$ cat src/logic/dscg_consts.vh
`ifndef DSCG_CONSTS_VH
`define DSCG_CONSTS_VH

// System control block base address and register offsets.
`define DSCG_BASE_ADDR        32'h400F_E000
`define DSCG_BASE_HI_MSB      31
`define DSCG_BASE_HI_LSB      12
`define DSCG_OFS_INT_STATUS   12'h050
`define DSCG_OFS_INT_MASK     12'h054
`define DSCG_OFS_RUN_CFG      12'h060
`define DSCG_OFS_RUN_GATE     12'h100
`define DSCG_OFS_SLEEP_GATE   12'h110
`define DSCG_OFS_DEEP_GATE    12'h124

// Reset values.
`define DSCG_GATE_RESET       32'h0000_0000
`define DSCG_CFG_RESET        32'h0000_0000
`define DSCG_INT_RESET        32'h0000_0000

// Writable enables of the gating registers; all else is reserved.
`define DSCG_GATE_WMASK       32'h070F_1117

// Gating register field positions.
`define DSCG_BIT_COMPARATOR_2_GATE        26
`define DSCG_BIT_COMPARATOR_1_GATE        25
`define DSCG_BIT_COMPARATOR_0_GATE        24
`define DSCG_BIT_GP_TIMER_3_GATE       19
`define DSCG_BIT_GP_TIMER_0_GATE       16
`define DSCG_BIT_TWO_WIRE0    12
`define DSCG_BIT_QUAD_ENC0    8
`define DSCG_BIT_SYNC_SER0    4
`define DSCG_BIT_ASYNC_SER2   2
`define DSCG_BIT_ASYNC_SER0   0

// Run-mode configuration: automatic clock gating select bit.
`define DSCG_BIT_AUTO_SEL     0

// Interrupt status layout.
`define DSCG_INT_W            3
`define DSCG_INT_FAULT        0
`define DSCG_INT_DEEP_ENTER   1
`define DSCG_INT_DEEP_EXIT    2
`define DSCG_INT_WMASK        32'h0000_0007

`endif

$ cat src/logic/dscg_pin_sync.v
// Three-stage synchroniser for a pin level.  The output only moves when
// the second and third stages agree, so a level must hold two clocks.
module dscg_pin_sync (
    pclk,
    presetn,
    pin_in,
    level_r
);
    input  wire pclk;
    input  wire presetn;
    input  wire pin_in;
    output reg  level_r;

    reg         meta_r;
    reg         s2_r;
    reg         s3_r;

    // The first stage feeds only the second stage.
    always @(posedge pclk or negedge presetn) begin
        if (!presetn) begin
            meta_r  <= 1'b0;
            s2_r    <= 1'b0;
            s3_r    <= 1'b0;
            level_r <= 1'b0;
        end else begin
            meta_r <= pin_in;
            s2_r   <= meta_r;
            s3_r   <= s2_r;
            if (s2_r == s3_r) begin
                level_r <= s3_r;
            end
        end
    end
endmodule

$ cat src/logic/dscg_fault_chk.v
// Flags an access strobe aimed at a unit whose clock is gated off.
// One cycle of latency keeps the fault output straight from a flop.
module dscg_fault_chk (
    pclk,
    presetn,
    access_sel,
    clk_en,
    fault_r
);
    input  wire        pclk;
    input  wire        presetn;
    input  wire [31:0] access_sel;
    input  wire [31:0] clk_en;
    output reg         fault_r;

    wire               fault_nxt;

    // Any selected unit without its clock faults the whole access.
    assign fault_nxt = |(access_sel & ~clk_en);

    // Registered fault pulse, cleared at reset.
    always @(posedge pclk or negedge presetn) begin
        if (!presetn) begin
            fault_r <= 1'b0;
        end else begin
            fault_r <= fault_nxt;
        end
    end
endmodule

$ cat src/logic/dscg_top.v
`include "dscg_consts.vh"

// Summary of operation
// - each enable bit clocks one peripheral.
// - access to gated unit raises bus fault.
// - reset clears all enables to zero.
// - run, sleep, deep-sleep registers, same layout.
// - sleep registers apply only with auto select.
// - bits 2..0 gate async serial 2..0.
// - reserved bits read zero, ignore writes.
// - deep-sleep register at offset 0x124.
// - bits 26..24 gate comparators 2..0.
// - bits 19..16 gate timers 3..0.
// - bits 12, 8, 4 gate bus, encoder, serial.
module dscg_top (
    pclk,
    presetn,
    psel,
    penable,
    pwrite,
    paddr,
    pwdata,
    prdata_r,
    pready_r,
    pslverr_r,
    sleep_pin,
    deep_sleep_pin,
    unit_access_sel,
    unit_clk_en_r,
    bus_fault_r,
    irq_r
);
    input  wire        pclk;
    input  wire        presetn;
    input  wire        psel;
    input  wire        penable;
    input  wire        pwrite;
    input  wire [31:0] paddr;
    input  wire [31:0] pwdata;
    output reg  [31:0] prdata_r;
    output reg         pready_r;
    output reg         pslverr_r;
    input  wire        sleep_pin;
    input  wire        deep_sleep_pin;
    input  wire [31:0] unit_access_sel;
    output reg  [31:0] unit_clk_en_r;
    output wire        bus_fault_r;
    output reg         irq_r;

    reg  [31:0] run_clock_gate_1_r;
    reg  [31:0] sleep_clock_gate_1_r;
    reg  [31:0] deep_sleep_clock_gate_1_r;
    reg         auto_clock_gating_select_r;
    reg  [`DSCG_INT_W-1:0] int_status_r;
    reg  [`DSCG_INT_W-1:0] int_mask_r;
    reg  [`DSCG_INT_W-1:0] int_status_nxt;
    reg         deep_prev_r;
    reg  [31:0] rdata_nxt;
    reg         hit_nxt;
    reg  [31:0] unit_clk_en_nxt;

    wire        sleep_lvl;
    wire        deep_lvl;
    wire        setup_ph;
    wire        wr_commit;
    wire        base_hit;
    wire [11:0] ofs;
    wire [31:0] base_word;
    wire [`DSCG_INT_W-1:0] events;

    // Keep only the writable enables; reserved positions stay zero.
    function [31:0] gate_wr;
        input [31:0] wdata;
        begin
            gate_wr = wdata & `DSCG_GATE_WMASK;
        end
    endfunction

    // Pick the gating word for the current power mode.
    function [31:0] gate_sel;
        input        auto_sel;
        input        sleep_m;
        input        deep_m;
        input [31:0] run_g;
        input [31:0] slp_g;
        input [31:0] dsl_g;
        begin
            if (!auto_sel) begin
                gate_sel = run_g;
            end else if (deep_m) begin
                gate_sel = dsl_g;
            end else if (sleep_m) begin
                gate_sel = slp_g;
            end else begin
                gate_sel = run_g;
            end
        end
    endfunction

    // Power-mode levels arrive from the core's pins, not this clock.
    dscg_pin_sync u_sync_sleep (
        .pclk    (pclk),
        .presetn (presetn),
        .pin_in  (sleep_pin),
        .level_r (sleep_lvl)
    );

    dscg_pin_sync u_sync_deep (
        .pclk    (pclk),
        .presetn (presetn),
        .pin_in  (deep_sleep_pin),
        .level_r (deep_lvl)
    );

    dscg_fault_chk u_fault (
        .pclk       (pclk),
        .presetn    (presetn),
        .access_sel (unit_access_sel),
        .clk_en     (unit_clk_en_r),
        .fault_r    (bus_fault_r)
    );

    // The slave answers in the first access cycle, so a transfer always
    // takes exactly two clocks; decode is done in the setup cycle.
    assign setup_ph  = psel & ~penable;
    assign wr_commit = psel & penable & pready_r & pwrite & ~pslverr_r;
    assign ofs       = paddr[11:0];
    // The base is held as a full word so both sides compare equal widths.
    assign base_word = `DSCG_BASE_ADDR;
    assign base_hit  = (paddr[`DSCG_BASE_HI_MSB:`DSCG_BASE_HI_LSB] ==
                        base_word[`DSCG_BASE_HI_MSB:`DSCG_BASE_HI_LSB])
                       && (paddr[1:0] == 2'b00);

    // Read mux and address decode; unmapped words answer with pslverr.
    always @* begin
        rdata_nxt = 32'h0000_0000;
        hit_nxt   = base_hit;
        case (ofs)
            `DSCG_OFS_RUN_GATE: begin
                rdata_nxt = run_clock_gate_1_r;
            end
            `DSCG_OFS_SLEEP_GATE: begin
                rdata_nxt = sleep_clock_gate_1_r;
            end
            `DSCG_OFS_DEEP_GATE: begin
                rdata_nxt = deep_sleep_clock_gate_1_r;
            end
            `DSCG_OFS_RUN_CFG: begin
                rdata_nxt[`DSCG_BIT_AUTO_SEL] = auto_clock_gating_select_r;
            end
            `DSCG_OFS_INT_STATUS: begin
                rdata_nxt[`DSCG_INT_W-1:0] = int_status_r;
            end
            `DSCG_OFS_INT_MASK: begin
                rdata_nxt[`DSCG_INT_W-1:0] = int_mask_r;
            end
            default: begin
                hit_nxt = 1'b0;
            end
        endcase
        if (!hit_nxt) begin
            rdata_nxt = 32'h0000_0000;
        end
    end

    // Bus answer registers: ready for one cycle after each setup.
    always @(posedge pclk or negedge presetn) begin
        if (!presetn) begin
            pready_r  <= 1'b0;
            pslverr_r <= 1'b0;
            prdata_r  <= 32'h0000_0000;
        end else begin
            pready_r  <= setup_ph;
            if (setup_ph) begin
                pslverr_r <= ~hit_nxt;
                prdata_r  <= pwrite ? 32'h0000_0000 : rdata_nxt;
            end else begin
                pslverr_r <= 1'b0;
            end
        end
    end

    // Gating and configuration registers.  A write lands only at the
    // edge where the master sees pready, never in the setup cycle.
    always @(posedge pclk or negedge presetn) begin
        if (!presetn) begin
            run_clock_gate_1_r         <= `DSCG_GATE_RESET;
            sleep_clock_gate_1_r       <= `DSCG_GATE_RESET;
            deep_sleep_clock_gate_1_r  <= `DSCG_GATE_RESET;
            auto_clock_gating_select_r <= 1'b0;
            int_mask_r                 <= {`DSCG_INT_W{1'b0}};
        end else if (wr_commit) begin
            case (ofs)
                `DSCG_OFS_RUN_GATE: begin
                    run_clock_gate_1_r <= gate_wr(pwdata);
                end
                `DSCG_OFS_SLEEP_GATE: begin
                    sleep_clock_gate_1_r <= gate_wr(pwdata);
                end
                `DSCG_OFS_DEEP_GATE: begin
                    deep_sleep_clock_gate_1_r <= gate_wr(pwdata);
                end
                `DSCG_OFS_RUN_CFG: begin
                    auto_clock_gating_select_r <=
                        pwdata[`DSCG_BIT_AUTO_SEL];
                end
                `DSCG_OFS_INT_MASK: begin
                    int_mask_r <= pwdata[`DSCG_INT_W-1:0];
                end
                default: begin
                    int_mask_r <= int_mask_r;
                end
            endcase
        end
    end

    // Deep-sleep wins over sleep when both mode levels are high.
    always @* begin
        unit_clk_en_nxt = gate_sel(auto_clock_gating_select_r, sleep_lvl,
                                   deep_lvl, run_clock_gate_1_r,
                                   sleep_clock_gate_1_r,
                                   deep_sleep_clock_gate_1_r);
    end

    always @(posedge pclk or negedge presetn) begin
        if (!presetn) begin
            unit_clk_en_r <= `DSCG_GATE_RESET;
        end else begin
            unit_clk_en_r <= unit_clk_en_nxt;
        end
    end

    // Deep-sleep entry and exit edges become events alongside the access fault.
    assign events = {deep_prev_r & ~deep_lvl,
                     ~deep_prev_r & deep_lvl,
                     bus_fault_r};

    // Write-one-to-clear status; an event in the clearing cycle survives.
    always @* begin
        int_status_nxt = int_status_r;
        if (wr_commit && (ofs == `DSCG_OFS_INT_STATUS)) begin
            int_status_nxt = int_status_r & ~pwdata[`DSCG_INT_W-1:0];
        end
        int_status_nxt = int_status_nxt | events;
    end

    // Status, edge history and the level interrupt.
    always @(posedge pclk or negedge presetn) begin
        if (!presetn) begin
            int_status_r <= {`DSCG_INT_W{1'b0}};
            deep_prev_r  <= 1'b0;
            irq_r        <= 1'b0;
        end else begin
            int_status_r <= int_status_nxt;
            deep_prev_r  <= deep_lvl;
            irq_r        <= |(int_status_nxt & int_mask_r);
        end
    end
endmodule

$ cat config.mk
export PLATFORM = sky130hd
export DESIGN_NAME = dscg_top
export DESIGN_NICKNAME = d
export VERILOG_FILES = /design/src/logic/dscg_pin_sync.v /design/src/logic/dscg_fault_chk.v /design/src/logic/dscg_top.v
export VERILOG_INCLUDE_DIRS = /design/src /design/src/logic
export SDC_FILE = /design/constraint.sdc
export NUM_CORES = 1
export LEC_CHECK = 0
export BUFFER_PORTS_ARGS = -buffer_cell sky130_fd_sc_hd__buf_2
export CORE_ASPECT_RATIO = 1.1
export CORE_MARGIN = 2
export CORE_UTILIZATION = 45
export DETAILED_ROUTE_END_ITERATION = 7
export PLACE_DENSITY = 0.75
export SYNTH_ARGS = -nofsm -noshare
export SYNTH_HDL_FRONTEND = slang
export SYNTH_SLANG_ARGS = --single-unit
$ cat constraint.sdc
create_clock -name pclk -period 4 [get_ports pclk]
set_input_delay 0.6 -clock pclk [delete_from_list [all_inputs] [get_ports pclk]]
set_output_delay 0.6 -clock pclk [all_outputs]
set_load 0.05 [all_outputs]
==> impl_metrics.env <==
export IMPL_wirelength_um=11000
export IMPL_post_route_util_pct=54.1
export IMPL_postCtsSetupRepairBufs=0
export IMPL_syn_area_mm2=0.00425
export IMPL_yosysTopAreaCell="dfrtp_1"
export IMPL_maxCapViolCount=0
export IMPL_hold_violations=0
export IMPL_totalPowerFinal_mw=1.72
export IMPL_die_y_um=106
export IMPL_hold_class="in -> reg"
export IMPL_critPathSlowestCell="nand2_1"
export IMPL_grt_first_pass_wirelength_um=17700
export IMPL_ys_seq_area_share_pct=50.0
export IMPL_r2r_start="u_sync_deep.level_r"
export IMPL_cts_sinks=85
export IMPL_cts_root_buffer="clkbuf_8"
export IMPL_path_delay_family="simple AND/OR/NAND/NOR gates"
export IMPL_tightestPinTransition_ns=1.15
export IMPL_seqCellArea_mm2=0.00213
export IMPL_holdBufCountCts=0
export IMPL_async_reset_ff_share_pct=100
export IMPL_cpMostUsedCell="nand2_1"
export IMPL_required_ns=4.24
export IMPL_cp_buffers_inverters=2
export IMPL_ys_warn_count=0
export IMPL_io_pin_count=171
export IMPL_first_pass_iters=7
export IMPL_path_clk_slew_ns=0.08
export IMPL_detail_route_antenna_nets=0
export IMPL_power_density_mw_per_mm2=343
export IMPL_synth_area_top_cells="dfrtp_1 (50%), mux2_2 (11%), a22o_1 (7.2%)"
export IMPL_vias=3446
export IMPL_setup_worst_path_class="in -> reg"
export IMPL_avgRoutedWirePerCell_um=17.8
export IMPL_fmax_mhz=397
export IMPL_fill_cells=852
export IMPL_htree_levels=3
export IMPL_start_util_pct=45.9
export IMPL_slew_headroom_pct=22.9
export IMPL_routed_via_density=5.58
export IMPL_grt_pass1_vias=3439
export IMPL_area_growth_syn_to_layout_pct=17.7
export IMPL_cts_buffer_depth=2
export IMPL_synthCells=383
export IMPL_end_kind="flop"
export IMPL_r2r_end="unit_clk_en_r[1]"
export IMPL_die_w_um=96.7
export IMPL_yosysMostFrequentCell="dfrtp_1"
export IMPL_core_area_mm2=0.00926
export IMPL_syn_area_per_cell_um2=11.1
export IMPL_grt_usage_pct=21.9
export IMPL_cts_tree="yes"
export IMPL_finClkSkew_ns=0.00923
export IMPL_grt_max_degree=86
export IMPL_period_needed_ns=2.52
export IMPL_cp_cell_sequence="buf_2 > nor4_2 > nand2_1 > nor3_2 > buf_4 > nand2_1 > mux2_2"
export IMPL_min_path_cells=1
export IMPL_die_area_mm2=0.0102
export IMPL_hpwl_um=7660
export IMPL_p_leak_nw=2.48
export IMPL_min_delay_start="sleep_pin"
export IMPL_num_antenna_cells=0
export IMPL_gp_congestion=0.895
export IMPL_worstSkewPairLatency_ns=0.36
export IMPL_r2r_slack_ns=1.80
export IMPL_ys_flop_type="dfrtp_1"
export IMPL_arrival_ns=2.76
export IMPL_drv_slew=0
export IMPL_setup_violations_final=0
export IMPL_fp_row_count=37
export IMPL_fin_nets=599
export IMPL_slowest_delay_ns=0.46
export IMPL_whs_endpoint="u_sync_sleep.meta_r"
export IMPL_fin_crit_sh_pct=62.9
export IMPL_antenna_found_initial=0
export IMPL_drc=0
export IMPL_synth_top_area_share_pct=50.0
export IMPL_gr_total_overflow=0
export IMPL_setup_tns_ns=0
export IMPL_pre_cts_slack_ns=1.15
export IMPL_multi_input_area_mm2=0.00184
export IMPL_synth_edf_count=0
export IMPL_cts_buffers=9
export IMPL_rsz0062_at_grt="no"
export IMPL_ys_seq_elements=85
export IMPL_ys_types=50
export IMPL_worstPathMaxFanout=14
export IMPL_initialDrtViolationCount=283
export IMPL_yosys_top_cells_count="dfrtp_1 (85), mux2_2 (42), buf_4 (39)"
export IMPL_fin_ws_ns=1.48
export IMPL_numPortBuffers=113
export IMPL_rr_worst_depth=3
export IMPL_cts_resized=0
export IMPL_status="complete, no violations"
export IMPL_start_kind="primary input"
export IMPL_ir_worst_vdd_mv=0.165
export IMPL_drive_gt1_share_pct=35.9
[sequential cells by signal (all words and copies together) (netlist names)]
name / cells
deep_sleep_clock_gate_1_r: 13
gate_sel.run_g: 13
gate_sel.slp_g: 13
prdata_r: 13
unit_clk_en_r: 13
int_mask_r: 3
int_status_r: 3
auto_clock_gating_select_r: 1
deep_prev_r: 1
irq_r: 1
pready_r: 1
pslverr_r: 1
u_fault.fault_r: 1
u_sync_deep.level_r: 1
u_sync_deep.meta_r: 1
u_sync_deep.s2_r: 1
u_sync_deep.s3_r: 1
u_sync_sleep.level_r: 1
u_sync_sleep.meta_r: 1
u_sync_sleep.s2_r: 1
u_sync_sleep.s3_r: 1
[through the flow]
stage          cell area (µm²)  std cells  hold slack [ns]
2_1_floorplan             4390        420            0.304
3_3_place_gp              4790        602            0.336
3_5_place_dp              4790        602            0.335
4_1_cts                   5010        618            0.335
5_1_grt                   5010        618            0.334
6_report                  5010        618            0.343
[where the power goes]
part	total (mW)	internal, mW	switching (mW)	leakage [nW]
combinational	0.187	0.0435	0.143	1.24
clock	0.657	0.354	0.303	0.100
sequential	0.876	0.866	0.0100	1.14
total	1.72	1.26	0.456	2.48
[cell type report]
| class | count | share of cell area, % |
|---|---|---|
| clock buffers | 11 | 2.62 |
| clock inverters | 5 | 1.67 |
| inverters | 19 | 1.42 |
| multi-input cells | 263 | 36.8 |
| flip-flops and latches | 85 | 42.5 |
| well taps | 117 | 2.92 |
| repair buffers | 118 | 12.1 |
[worst max path at each step]
stage | start | end | slack [ns] | depth (start not counted)
final | paddr[7] | deep_sleep_clock_gate_1_r[24] | 1.48 | 7
after global routing | paddr[7] | gate_sel.run_g[4] | 1.37 | 6
after CTS | paddr[7] | deep_sleep_clock_gate_1_r[0] | 1.52 | 7
after detailed placement | paddr[7] | deep_sleep_clock_gate_1_r[12] | 1.15 | 7
after global placement | paddr[7] | deep_sleep_clock_gate_1_r[18] | 1.16 | 7
after floorplan | paddr[1] | gate_sel.slp_g[12] | 1.70 | 6
[layer usage]
layer / vias up / share of wire (%) / GRT usage, %
li1: 1561 / - / -
met1: 1680 / 41 / 27.7
met2: 180 / 49 / 36.6
met3: 25 / 7.3 / 5.13
met4: 0 / 2.3 / 8.45
met5: - / 0 / 0
[placed cells by master (no fill, tap or decap), types with 2 or more instances in the layout]
master / instances
inv_1: 19
nor4_1: 13
nand2_1: 35
buf_4: 6
bufinv_16: 2
a22oi_1: 14
o21ai_0: 8
nor4b_1: 3
nand2b_1: 3
clkbuf_1: 2
a21oi_1: 10
a21o_1: 2
nor2_1: 4
a32oi_1: 2
buf_2: 112
clkbuf_8: 9
dfrtp_1: 85
conb_1: 38
and3b_1: 2
clkinvlp_4: 2
nor3_1: 3
a221oi_1: 3
nand4_1: 4
nor3b_1: 2
a22o_1: 35
or4_1: 4
mux2_2: 42
nor2b_1: 6
o21ai_1: 2
maj3_1: 2
o22ai_1: 3
a31oi_1: 2
[logic make-up (layout without fill, tap and decap cells)]
logic type	Yosys count	count (layout)	share of synthesized area [%]
compound gates	90	90	16.1
buf+inv	72	153	9.95
simple gates	90	90	12.0
fa+ha+maj	2	2	0.471
mux	43	43	11.4
flops	85	85	50.0
other cells	1	38	0.0882
[worst reg2reg max path, delay by kind of cell, from the launching register on]
family | cells | cell delay [ns]
AND/OR/NAND/NOR | 1 | 1.02
AO/OA/AOI/OAI | 2 | 0.44
flip-flops | 1 | 0.67
No activity file was read; power rests on OpenSTA's default activity.
